--- src/fifo_control_pkg.sv ---
package fifo_control_pkg;

  // ----------------------------------------------------------------
  // Control register layout
  // ----------------------------------------------------------------
  localparam int unsigned    DATA_W         = 8;
  localparam int unsigned    FIFO_DEPTH     = 64;
  localparam int unsigned    PTR_W          = 6;
  localparam int unsigned    CNT_W          = 7;
  localparam int unsigned    BIT_ENABLE     = 0;
  localparam int unsigned    BIT_RX_CLEAR   = 1;
  localparam int unsigned    BIT_TX_CLEAR   = 2;
  localparam int unsigned    BIT_DMA_MODE   = 3;
  localparam int unsigned    TX_TRIG_LSB    = 4;
  localparam int unsigned    RX_TRIG_LSB    = 6;
  localparam logic [1:0]     TRIG_RESET     = 2'h0;
  localparam logic [PTR_W-1:0] PTR_ZERO     = 6'h00;
  localparam logic [CNT_W-1:0] CNT_ZERO     = 7'h00;
  localparam logic [CNT_W-1:0] CNT_ONE      = 7'h01;

  // ----------------------------------------------------------------
  // Trigger level tables
  // ----------------------------------------------------------------
  localparam logic [CNT_W-1:0] RX_LVL_0     = 7'h08;
  localparam logic [CNT_W-1:0] RX_LVL_1     = 7'h10;
  localparam logic [CNT_W-1:0] RX_LVL_2     = 7'h38;
  localparam logic [CNT_W-1:0] RX_LVL_3     = 7'h3C;
  localparam logic [CNT_W-1:0] TX_LVL_0     = 7'h08;
  localparam logic [CNT_W-1:0] TX_LVL_1     = 7'h10;
  localparam logic [CNT_W-1:0] TX_LVL_2     = 7'h20;
  localparam logic [CNT_W-1:0] TX_LVL_3     = 7'h38;

  // Decoded control settings held by the top; the queues only receive the enable bit.
  typedef struct packed {
    logic       fifo_enable;
    logic       dma_mode;
    logic [1:0] receive_threshold_select;
    logic [1:0] tx_threshold_select;
  } ctrl_s;

endpackage : fifo_control_pkg

--- src/char_queue.sv ---
`timescale 1ns/1ps
// Character queue with synchronous clear; single-entry mode when disabled.
module char_queue
  import fifo_control_pkg::*;
#(
  parameter int unsigned DEPTH = FIFO_DEPTH
) (
  input  wire logic              clock,
  input  wire logic              rst,
  input  wire logic              clear,
  input  wire logic              enable,
  input  wire logic              push,
  input  wire logic [DATA_W-1:0] push_data,
  input  wire logic              pop,
  output logic      [DATA_W-1:0] pop_data,
  output logic      [CNT_W-1:0]  count
);

  logic [DATA_W-1:0] mem_reg [DEPTH];
  logic [DATA_W-1:0] mem_next [DEPTH];
  logic [PTR_W-1:0]  wr_reg, wr_next, rd_reg, rd_next;
  logic [CNT_W-1:0]  cnt_reg, cnt_next;
  logic              do_push, do_pop;

  // ----------------------------------------------------------------
  // Next-state logic
  // ----------------------------------------------------------------
  // Clear only resets pointers and count; shifters live outside and are untouched.
  always_comb begin
    mem_next = mem_reg;
    wr_next  = wr_reg;
    rd_next  = rd_reg;
    cnt_next = cnt_reg;
    do_pop   = pop && (cnt_reg != CNT_ZERO);
    do_push  = push && (!enable || cnt_reg != CNT_WIDTH_FULL());
    if (clear) begin
      wr_next  = PTR_ZERO;
      rd_next  = PTR_ZERO;
      cnt_next = CNT_ZERO;
    end else if (!enable) begin
      // Entry zero holds one character; a new one overwrites an unread one.
      rd_next = PTR_ZERO;
      if (do_push) begin
        mem_next[0] = push_data;
        cnt_next    = CNT_ONE;
      end else if (do_pop) begin
        cnt_next = CNT_ZERO;
      end
      // The write pointer sits past a held character so that enabling the
      // queue later does not overwrite it with the next push.
      wr_next = (cnt_next == CNT_ZERO) ? PTR_ZERO : PTR_W'(CNT_ONE);
    end else begin
      if (do_push) begin
        mem_next[wr_reg] = push_data;
        wr_next          = wr_reg + 6'h01;
      end
      if (do_pop) begin
        rd_next = rd_reg + 6'h01;
      end
      cnt_next = cnt_reg + CNT_W'(do_push) - CNT_W'(do_pop);
    end
  end

  function automatic logic [CNT_W-1:0] CNT_WIDTH_FULL();
    return CNT_W'(DEPTH);
  endfunction : CNT_WIDTH_FULL

  // ----------------------------------------------------------------
  // Registers
  // ----------------------------------------------------------------
  // Storage has no reset; only the bookkeeping does.
  always_ff @(posedge clock) begin
    mem_reg <= mem_next;
  end

  always_ff @(posedge clock or posedge rst) begin
    if (rst) begin
      wr_reg  <= PTR_ZERO;
      rd_reg  <= PTR_ZERO;
      cnt_reg <= CNT_ZERO;
    end else begin
      wr_reg  <= wr_next;
      rd_reg  <= rd_next;
      cnt_reg <= cnt_next;
    end
  end

  assign pop_data = mem_reg[rd_reg];
  assign count    = cnt_reg;

endmodule : char_queue

--- src/trigger_compare.sv ---
`timescale 1ns/1ps
// Threshold lookup and comparison for one queue direction.
module trigger_compare
  import fifo_control_pkg::*;
#(
  parameter bit IS_TX = 1'b0
) (
  input  wire logic [1:0]       select,
  input  wire logic [CNT_W-1:0] level,
  output logic                  hit
);

  // ----------------------------------------------------------------
  // Level tables
  // ----------------------------------------------------------------
  function automatic logic [CNT_W-1:0] threshold(input logic tx, input logic [1:0] sel);
    unique case (sel)
      2'h0: return tx ? TX_LVL_0 : RX_LVL_0;
      2'h1: return tx ? TX_LVL_1 : RX_LVL_1;
      2'h2: return tx ? TX_LVL_2 : RX_LVL_2;
      2'h3: return tx ? TX_LVL_3 : RX_LVL_3;
    endcase
  endfunction : threshold

  // Level is the stored count for receive, free spaces for transmit.
  always_comb begin
    hit = level >= threshold(IS_TX, select);
  end

endmodule : trigger_compare

--- src/uart_fifo_control.sv ---
`timescale 1ns/1ps
module uart_fifo_control
  import fifo_control_pkg::*;
(
  input  wire logic              clock,
  input  wire logic              rst,
  input  wire logic              ctrl_write,
  input  wire logic [DATA_W-1:0] ctrl_wdata,
  input  wire logic              enhanced_enable,
  input  wire logic              tx_push,
  input  wire logic [DATA_W-1:0] tx_push_data,
  input  wire logic              tx_pop,
  input  wire logic              rx_push,
  input  wire logic [DATA_W-1:0] rx_push_data,
  input  wire logic              rx_pop,
  output logic      [DATA_W-1:0] tx_data_reg,
  output logic      [DATA_W-1:0] rx_data_reg,
  output logic      [CNT_W-1:0]  tx_count_reg,
  output logic      [CNT_W-1:0]  rx_count_reg,
  output logic                   fifo_enable_reg,
  output logic                   dma_mode_reg,
  output logic                   tx_clear_reg,
  output logic                   rx_clear_reg,
  output logic                   rx_trigger_reg,
  output logic                   tx_trigger_reg,
  output logic                   rx_ready_n_reg,
  output logic                   tx_ready_n_reg
);

  // ----------------------------------------------------------------
  // Control register decode
  // ----------------------------------------------------------------
  ctrl_s ctrl_reg, ctrl_next;
  logic  tx_clear_next, rx_clear_next;

  // There is no read path here: the host-facing mux returns a different
  // register at this address, so the settings cannot be read back.
  always_comb begin
    ctrl_next     = ctrl_reg;
    tx_clear_next = 1'b0;
    rx_clear_next = 1'b0;
    if (ctrl_write) begin
      ctrl_next.fifo_enable              = ctrl_wdata[BIT_ENABLE];
      ctrl_next.dma_mode                 = ctrl_wdata[BIT_DMA_MODE];
      ctrl_next.receive_threshold_select = ctrl_wdata[RX_TRIG_LSB +: 2];
      if (enhanced_enable) begin
        ctrl_next.tx_threshold_select = ctrl_wdata[TX_TRIG_LSB +: 2];
      end
      tx_clear_next = ctrl_wdata[BIT_TX_CLEAR];
      rx_clear_next = ctrl_wdata[BIT_RX_CLEAR];
    end
  end

  // Clear pulses last one cycle; the queue empties on the edge that ends the pulse.
  always_ff @(posedge clock or posedge rst) begin
    if (rst) begin
      ctrl_reg     <= '{fifo_enable: 1'b0, dma_mode: 1'b0,
                        receive_threshold_select: TRIG_RESET,
                        tx_threshold_select: TRIG_RESET};
      tx_clear_reg <= 1'b0;
      rx_clear_reg <= 1'b0;
    end else begin
      ctrl_reg     <= ctrl_next;
      tx_clear_reg <= tx_clear_next;
      rx_clear_reg <= rx_clear_next;
    end
  end

  // ----------------------------------------------------------------
  // Queues
  // ----------------------------------------------------------------
  logic [DATA_W-1:0] tx_head, rx_head;
  logic [CNT_W-1:0]  tx_cnt, rx_cnt;
  logic [CNT_W-1:0]  tx_free;
  logic [1:0]        tx_sel_eff;
  logic              rx_hit, tx_hit;

  // The shifters sit outside this block, so a clear cannot reach them.
  char_queue #(.DEPTH(FIFO_DEPTH)) u_tx_queue (
    .clock     (clock),
    .rst       (rst),
    .clear     (tx_clear_reg),
    .enable    (ctrl_reg.fifo_enable),
    .push      (tx_push),
    .push_data (tx_push_data),
    .pop       (tx_pop),
    .pop_data  (tx_head),
    .count     (tx_cnt)
  );

  char_queue #(.DEPTH(FIFO_DEPTH)) u_rx_queue (
    .clock     (clock),
    .rst       (rst),
    .clear     (rx_clear_reg),
    .enable    (ctrl_reg.fifo_enable),
    .push      (rx_push),
    .push_data (rx_push_data),
    .pop       (rx_pop),
    .pop_data  (rx_head),
    .count     (rx_cnt)
  );

  // ----------------------------------------------------------------
  // Trigger levels
  // ----------------------------------------------------------------
  // The transmit field only applies while enhanced functions are on;
  // otherwise the default level is used.
  always_comb begin
    tx_free    = CNT_W'(FIFO_DEPTH) - tx_cnt;
    tx_sel_eff = enhanced_enable ? ctrl_reg.tx_threshold_select : TRIG_RESET;
  end

  trigger_compare #(.IS_TX(1'b0)) u_rx_trig (
    .select (ctrl_reg.receive_threshold_select),
    .level  (rx_cnt),
    .hit    (rx_hit)
  );

  trigger_compare #(.IS_TX(1'b1)) u_tx_trig (
    .select (tx_sel_eff),
    .level  (tx_free),
    .hit    (tx_hit)
  );

  // ----------------------------------------------------------------
  // DMA ready and registered outputs
  // ----------------------------------------------------------------
  logic rx_ready_n_next, tx_ready_n_next;

  // Mode 0 signals single characters; mode 1 signals trigger-level blocks.
  // Mode 1 ignores the enable bit since disabled queues hold one entry anyway.
  always_comb begin
    if (ctrl_reg.dma_mode) begin
      rx_ready_n_next = !rx_hit;
      tx_ready_n_next = !tx_hit;
    end else begin
      rx_ready_n_next = (rx_cnt == CNT_ZERO);
      tx_ready_n_next = (tx_cnt != CNT_ZERO);
    end
  end

  always_ff @(posedge clock or posedge rst) begin
    if (rst) begin
      tx_data_reg     <= '0;
      rx_data_reg     <= '0;
      tx_count_reg    <= CNT_ZERO;
      rx_count_reg    <= CNT_ZERO;
      rx_trigger_reg  <= 1'b0;
      tx_trigger_reg  <= 1'b0;
      rx_ready_n_reg  <= 1'b1;
      tx_ready_n_reg  <= 1'b1;
    end else begin
      tx_data_reg     <= tx_head;
      rx_data_reg     <= rx_head;
      tx_count_reg    <= tx_cnt;
      rx_count_reg    <= rx_cnt;
      rx_trigger_reg  <= rx_hit;
      tx_trigger_reg  <= tx_hit;
      rx_ready_n_reg  <= rx_ready_n_next;
      tx_ready_n_reg  <= tx_ready_n_next;
    end
  end

  assign fifo_enable_reg = ctrl_reg.fifo_enable;
  assign dma_mode_reg    = ctrl_reg.dma_mode;

endmodule : uart_fifo_control

--- config.mk ---
export PLATFORM = sky130hd
export DESIGN_NAME = uart_fifo_control
export DESIGN_NICKNAME = d
export VERILOG_FILES = /design/src/fifo_control_pkg.sv /design/src/char_queue.sv /design/src/trigger_compare.sv /design/src/uart_fifo_control.sv
export SDC_FILE = /design/constraint.sdc
export NUM_CORES = 1
export LEC_CHECK = 0
export BUFFER_PORTS_ARGS = -buffer_cell sky130_fd_sc_hd__buf_2
export CORE_MARGIN = 1.5
export CORE_UTILIZATION = 25
export CTS_BUF_LIST = sky130_fd_sc_hd__clkbuf_8
export DETAILED_ROUTE_END_ITERATION = 16
export MAX_ROUTING_LAYER = met4
export PLACE_DENSITY_LB_ADDON = 0.08
export SETUP_SLACK_MARGIN = 0.4
export SLEW_MARGIN = 30
export SYNTH_ARGS = -nofsm -noshare
export SYNTH_HDL_FRONTEND = slang
export SYNTH_HIERARCHICAL = 1
export SYNTH_SLANG_ARGS = --single-unit
--- constraint.sdc ---
create_clock -name clock -period 3.7 [get_ports clock]
set_clock_uncertainty 0.1 [all_clocks]
set_input_delay 0 -clock clock [delete_from_list [all_inputs] [get_ports clock]]
set_output_delay 0 -clock clock [all_outputs]
set_load 0.05 [all_outputs]
==> results.tsv, run 1 <==
stage	metric	value	unit
run_status	outcome	finished clean	
power	ir_drop	0.363	mV
power	p_clk_share	36.5	%
critical_path	cp_common_cell	ha_1	
critical_path	cp_cell_sequence	inv_2, ha_1, nand4bb_1, o21ai_2, inv_4, ha_1, inv_1, ha_1, fa_2, a21oi_2, o21bai_2, a2111oi_4, nor4_2, a2bb2oi_1	
clocking	clockRootBuffer	clkbuf_8	
critical_path	r2r_start	u_tx_queue/count[5]	
yosys	synth_top_area_cell	edfxtp_1	
power	netSwitchingFraction	28.2	%
floorplanning	placementRows	154	
critical_path	cp-startpoint	u_tx_queue/count[5]	
global_routing	grt_antenna_before_repair	4	
yosys	async_reset_ff_share	7.25	%
clocking	cts_htree_levels	4	
detailed_routing	dr.pass1.iters	7	
detailed_routing	avgRoutedWirePerCell	25.2	um
detailed_routing	routed_wl	133000	um
layout	fillCellCount	17400	
detailed_routing	antenna_left	0	
sta	rsz0062_at_grt	true	
yosys	syn_area	44200	sq um
yosys	synth_nets	2375	
critical_path	max_stage_delay	400	ps
sta	slew_violations	0	
critical_path	critPathLaunchType	register	
power	cellLeakagePower	17.6	nW
sta	fin_crit_sh	86.4	%
yosys	avgSynthCellArea	19.1	sq um
detailed_routing	vias	23600	
yosys	yosys_warnings	6	
sta	fin_crit	3200	ps
yosys	synth.area.top_cells	edfxtp_1 (70%), mux4_2 (9.3%), dfrtp_1 (4.4%)	
sta	setup_violations	0	
layout	areaGrowthSynthToFinish	20.6	%
floorplanning	dieHeight	423	um
sta	tns	0	ps
floorplanning	fp.coreArea	176000	sq um
detailed_routing	drc	0	
placed_design	port_buffers	69	
critical_path	cp-end-kind	register	
detailed_routing	via_per_inst	4.44	
global_routing	gr-total-overflow	0	
power	p_seq_share	48.0	%
clocking	clockBufferDepth	3	
power	power	29.7	mW
critical_path	worst-path-buf-inv	3	
worst_hold_path	worstHoldStart	rx_push_data[5]	
yosys	ys_seq_area_share	74.2	%
global_routing	track_usage	15.4	%
layout	final_cell_mix	edfxtp_1 (1,024), buf_4 (256), clkbuf_8 (208), nor2_1 (185), mux4_2 (183)	
floorplanning	fp.dieArea	179000	sq um
floorplanning	floorplan.initialDensity	25.1	%
placed_design	gp_congestion	0.802	
placed_design	dp_hpwl	87900	um
run	drv_cap	0	
global_routing	grt_max_degree	50	
critical_path	cp.required	4360	ps
floorplanning	ios	70	
worst_hold_path	hp-class	in2reg	
yosys	synthDistinctLibCells	80	
clocking	clock-sinks	1104	
power	p_comb_share	15.6	%
critical_path	critPathTopFamily	compound AO/OA/AOI/OAI gates	
sta	hold_viol_final	0	
global_routing	first_global_vias	25800	
clocking	tritoncts	built	
sta	worst_pin_slew	917	ps
power	p_sw	8.36	mW
sta	max_slew_margin	38.7	%
detailed_routing	drt_iter0_drc	1317	
critical_path	cp_max_fo	8	
layout	mostFrequentLayoutCell	edfxtp_1	
sta	fmax	313	MHz
layout	nets	2855	
critical_path	worstSetupPathType	reg2reg	
global_routing	grt_pass1_wl	192000	um
sta	hold_slack	67.3	ps
yosys	ys.flop_type	edfxtp_1	
yosys	synthDominantCellAreaShare	69.6	%
critical_path	arrival	3860	ps
power	p_per_area	557	nW/um^2
clocking	clkLatencyLatePin	940	ps
floorplanning	die_x	423	um
clocking	cts_buffers	199	
layout	layout-drive-gt1-share	27.6	%
power	internal_power	21.3	mW
critical_path	slowest_stage	dfrtp_1	
yosys	synth_enable_flop_cells	1024	
clocking	clk_pin_slew	60	ps
yosys	synth_cells	2307	
yosys	synth-seq-cells	1104	
final cells by class:
cell class                      count  area, sq um  share of cell area (%)
Clock buffer                      208         2860                    5.37
Clock inverter                    165          877                    1.65
Timing Repair Buffer              393         3100                    5.81
Sequential cell                  1104        32800                    61.5
Multi-Input combinational cell   1050        10600                    19.9
Tap cell                         2340         2930                    5.50
Inverter                           39          149                   0.279
Antenna cell                        3         7.51                  0.0141
power by group through the flow:
stage          clock network, mW  registers (mW)  logic, mW
6_report                    10.8            14.2       4.62
5_1_grt                     11.8            14.3       4.98
3_3_place_gp                   0            14.5       4.55
2_1_floorplan                  0            14.8       2.67
4_1_cts                     11.3            14.3       4.68
3_5_place_dp                   0            14.5       4.58
final timing paths:
| path | to | slack [ps] | depth (start not counted) |
|---|---|---|---|
| min reg2reg | rx_count_reg[3] | 380 | 0 |
| min | u_rx_queue/mem_reg[61] | 70 | 2 |
| max | u_tx_queue/count[6] | 500 | 14 |
| max in group asynchronous | tx_data_reg[1] | 2320 | 5 |
| max reg2reg | u_tx_queue/count[6] | 500 | 14 |
| min in group asynchronous | u_rx_queue/wr_reg[3] | 240 | 4 |
repair_timing:
| action | 4_1_cts | 5_1_grt |
|---|---|---|
| resized for setup | 2 | 12 |
| endpoints found under the hold margin | 1210 | 2 |
| setup buffers | 0 | 2 |
| hold buffers | 63 | 1 |
| pin swaps | 1 | 6 |
| setup endpoints to repair | 1 | 7 |
| gates cloned | 0 | 0 |
stage by stage:
stage	instances	cell area [sq um]	utilization, %	setup slack [ps]
floorplan	2307	44200	-	445
global placement	4860	48800	27.8	260
detailed placement	4860	48800	27.8	290
CTS	5296	53200	30.3	413
global route	5301	53300	30.3	346
finish	5302	53300	30.3	504
per-layer routing:
| metal | track usage [%] | routed length, um | vias up |
|---|---|---|---|
| met1 | 19.0 | 58400 | 12500 |
| met3 | 2.75 | 4340 | 211 |
| met5 | - | 0 | - |
| li1 | - | - | 10400 |
| met2 | 25.7 | 67500 | 419 |
| met4 | 4.34 | 3160 | 0 |
cells in the mapped netlist (13+ instances only):
| library cell | number |
|---|---|
| nor3_1 | 20 |
| inv_1 | 36 |
| a211oi_1 | 16 |
| a22oi_1 | 19 |
| clkbuf_1 | 30 |
| and2_1 | 25 |
| nor2_1 | 187 |
| nand3_1 | 25 |
| nand2_1 | 75 |
| xnor2_1 | 14 |
| a211o_1 | 14 |
| a21oi_1 | 33 |
| ha_1 | 34 |
| edfxtp_1 | 1024 |
| mux2_2 | 15 |
| xor2_1 | 13 |
| o21ai_0 | 13 |
| dfrtp_1 | 78 |
| mux4_1 | 27 |
| buf_2 | 43 |
| buf_6 | 17 |
| mux2i_1 | 130 |
| o22ai_1 | 41 |
| o221ai_1 | 16 |
| mux4_2 | 183 |
cell families after synthesis:
| family | Yosys count | synth area share, % |
|---|---|---|
| AOI/OAI and AO/OA | 226 | 3.70 |
| xor gates and xnor gates | 27 | 0.536 |
| adders and majority gates | 36 | 1.05 |
| buffers and inverters | 153 | 2.00 |
| DFF | 1104 | 74.2 |
| muxes | 355 | 14.3 |
| and+or+nand+nor | 406 | 4.27 |
No activity file was read; power rests on OpenSTA's default activity.
==> inputs of run 2 (changes only) <==
Clock period 3.7 ns to 3.82 ns, I/O delays scaled along.
==> run 2 against run 1 <==
Compared with the run above: via count is 0.17% lower; utilization up 0.076 points; clock power about the same; sequential share of layout area fell by 0.15 points; power is 3.0% lower; first-iteration DRC count grew 0.68%; critical endpoint unchanged; largest power group unchanged; largest cell class unchanged; combinational power shrank 3%; register-to-register slack better by 80 ps; critical path depth unchanged; non-clock buffer count is 16 higher; worst setup slack better by 78 ps.
==> results.tsv, run 2 (synthesis results as in run 1) <==
stage	metric	value	unit	change
run_status	outcome	finished clean		unchanged
layout	register_area	32800	sq um	unchanged
power	ir_drop	0.328	mV	was 0.363 mV
sta	setup_violations	0		unchanged
sta	hold_viol_final	0		unchanged
critical_path	cp-startpoint	u_tx_queue/count[5]		unchanged
layout	final_cell_mix	edfxtp_1 (1,024), buf_4 (261), clkbuf_8 (209), nor2_1 (185), mux4_2 (183)		was edfxtp_1 (1,024), buf_4 (256), clkbuf_8 (208), nor2_1 (185), mux4_2 (183)
detailed_routing	via_per_inst	4.42		was 4.44
sta	fin_crit	3240	ps	was 3200 ps
placed_design	gp_congestion	0.779		was 0.802
worst_hold_path	hp-class	in2reg		unchanged
sta	worst_pin_slew	960	ps	was 917 ps
layout	multi_input_area	10600	sq um	about the same
global_routing	first_global_vias	25700		was 25,800
sta	tns	0	ps	unchanged
clocking	clockRootBuffer	clkbuf_8		unchanged
floorplanning	placementRows	154		unchanged
critical_path	cp-end-kind	register		unchanged
floorplanning	die_x	423	um	unchanged
detailed_routing	vias	23500		was 23,600
global_routing	grt_pass1_wl	190000	um	was 192,000 um
critical_path	critPathLaunchType	register		unchanged
clocking	clkLatencyLatePin	890	ps	was 940 ps
detailed_routing	dr.pass1.iters	5		was 7
sta	slew_violations	0		unchanged
detailed_routing	avgRoutedWirePerCell	25.1	um	was 25.2 um
global_routing	track_usage	15.4	%	about the same
floorplanning	fp.dieArea	179000	sq um	unchanged
critical_path	cp.required	4490	ps	was 4360 ps
critical_path	worstSetupPathType	reg2reg		unchanged
global_routing	gr-total-overflow	0		unchanged
sta	hold_slack	88.6	ps	was 67.3 ps
power	power	28.8	mW	was 29.7 mW
floorplanning	ios	70		unchanged
floorplanning	fp.coreArea	176000	sq um	unchanged
power	p_per_area	539	nW/um^2	was 557 nW/um^2
clocking	cts_buffers	200		was 199
critical_path	r2r_slack	580	ps	was 500 ps
critical_path	cp_max_fo	8		unchanged
clocking	clockBufferDepth	3		unchanged
layout	mostFrequentLayoutCell	edfxtp_1		unchanged
detailed_routing	routed_wl	133000	um	about the same
run	drv_cap	0		unchanged
worst_hold_path	worstHoldStart	tx_push_data[7]		was rx_push_data[5]
global_routing	grt_antenna_before_repair	2		was 4
global_routing	grt_max_degree	50		unchanged
sta	rsz0062_at_grt	true		unchanged
layout	nets	2872		was 2,855
clocking	clk_pin_slew	60	ps	about the same
critical_path	arrival	3900	ps	was 3860 ps
placed_design	dp_hpwl	87100	um	was 87,900 um
clocking	clock-sinks	1104		unchanged
floorplanning	floorplan.initialDensity	25.1	%	unchanged
clocking	tritoncts	built		unchanged
placed_design	port_buffers	69		unchanged
sta	fin_crit_sh	84.8	%	was 86.4%
layout	areaGrowthSynthToFinish	20.9	%	was 20.6%
critical_path	r2r_start	u_tx_queue/count[5]		unchanged
power	cellLeakagePower	17.6	nW	about the same
detailed_routing	antenna_left	0		unchanged
layout	fillCellCount	17400		about the same
detailed_routing	drc	0		unchanged
detailed_routing	drt_iter0_drc	1326		was 1,317
floorplanning	dieHeight	423	um	unchanged
clocking	cts_htree_levels	4		unchanged
layout	layout-drive-gt1-share	28.2	%	was 27.6%
sta	fmax	309	MHz	was 313 MHz
sta	max_slew_margin	35.8	%	was 38.7%
-- run 2: cell types whose count changed in the layout (fill, tap and decap cells not counted), sizes merged --
| cell | previous run | this run |
|---|---|---|
| clkinv | 84 | 95 |
| inv | 110 | 100 |
| bufinv | 4 | 5 |
| clkinvlp | 6 | 4 |
| dlygate4sd3 | 62 | 67 |
| buf | 331 | 342 |
| clkbuf | 208 | 209 |
| diode | 3 | 4 |
-- run 2: worst paths after layout --
path | to | depth (start not counted)
worst max-delay path | u_tx_queue/count[6] | 14
worst min-delay path | u_tx_queue/mem_reg[351] | 2
worst max register to register | u_tx_queue/count[6] | 14
worst min register to register | rx_count_reg[2] | 0
max in group asynchronous | rx_ready_n_reg | 5
min in group asynchronous | fifo_enable_reg | 4
-- run 2: routing by layer --
| metal | part of all wire (%) | GRT usage [%] | up-vias |
|---|---|---|---|
| li1 | - | - | 10400 |
| met1 | 43 | 18.7 | 12400 |
| met2 | 51 | 25.7 | 479 |
| met3 | 3.8 | 2.91 | 196 |
| met4 | 2.4 | 4.76 | 0 |
| met5 | 0 | - | - |
-- run 2: final cells by class --
| cell class | count | share of cell area (%) |
|---|---|---|
| Inverter | 39 | 0.279 |
| Tap cell | 2340 | 5.48 |
| Clock buffer | 209 | 5.39 |
| Timing Repair Buffer | 409 | 6.06 |
| Multi-Input combinational cell | 1050 | 19.8 |
| Clock inverter | 165 | 1.63 |
| Antenna cell | 4 | 0.0187 |
| Sequential cell | 1104 | 61.4 |
-- run 2: metrics by stage --
step	cells	instance area (sq um)	util (%)	worst slack, ps
6_report	5320	53400	30.4	582
5_1_grt	5318	53400	30.4	383
4_1_cts	5309	53300	30.3	346
3_5_place_dp	4869	48900	27.8	101
3_3_place_gp	4868	48800	27.8	160
2_1_floorplan	2307	44200	-	406
-- run 2: critical path: stages, from the launching register on --
cell and delay (ps):
dfrtp_1 400, inv_2 110, ha_1 160, nand4bb_1 160, o21ai_2 240, inv_4 90
ha_1 280, inv_1 40, ha_1 200, fa_2 400, a21oi_2 160, o21bai_1 140
a2111oi_2 390, nor4_1 110, a2bb2oi_1 140
-- run 2: report_power, final --
group	switching, mW	leakage (nW)	internal, mW	total [mW]
combinational	2.61	5.26	1.87	4.48
clock	5.06	2.15	5.43	10.5
sequential	0.356	10.2	13.5	13.8
-- run 2: what timing repair did --
item | in CTS | in global routing
gates cloned | 0 | 0
setup buffers | 1 | 3
pin swaps | 0 | 4
hold endpoints to repair | 1196 | 23
setup endpoints to repair | 2 | 5
hold buffers | 65 | 2
resized for setup | 3 | 12
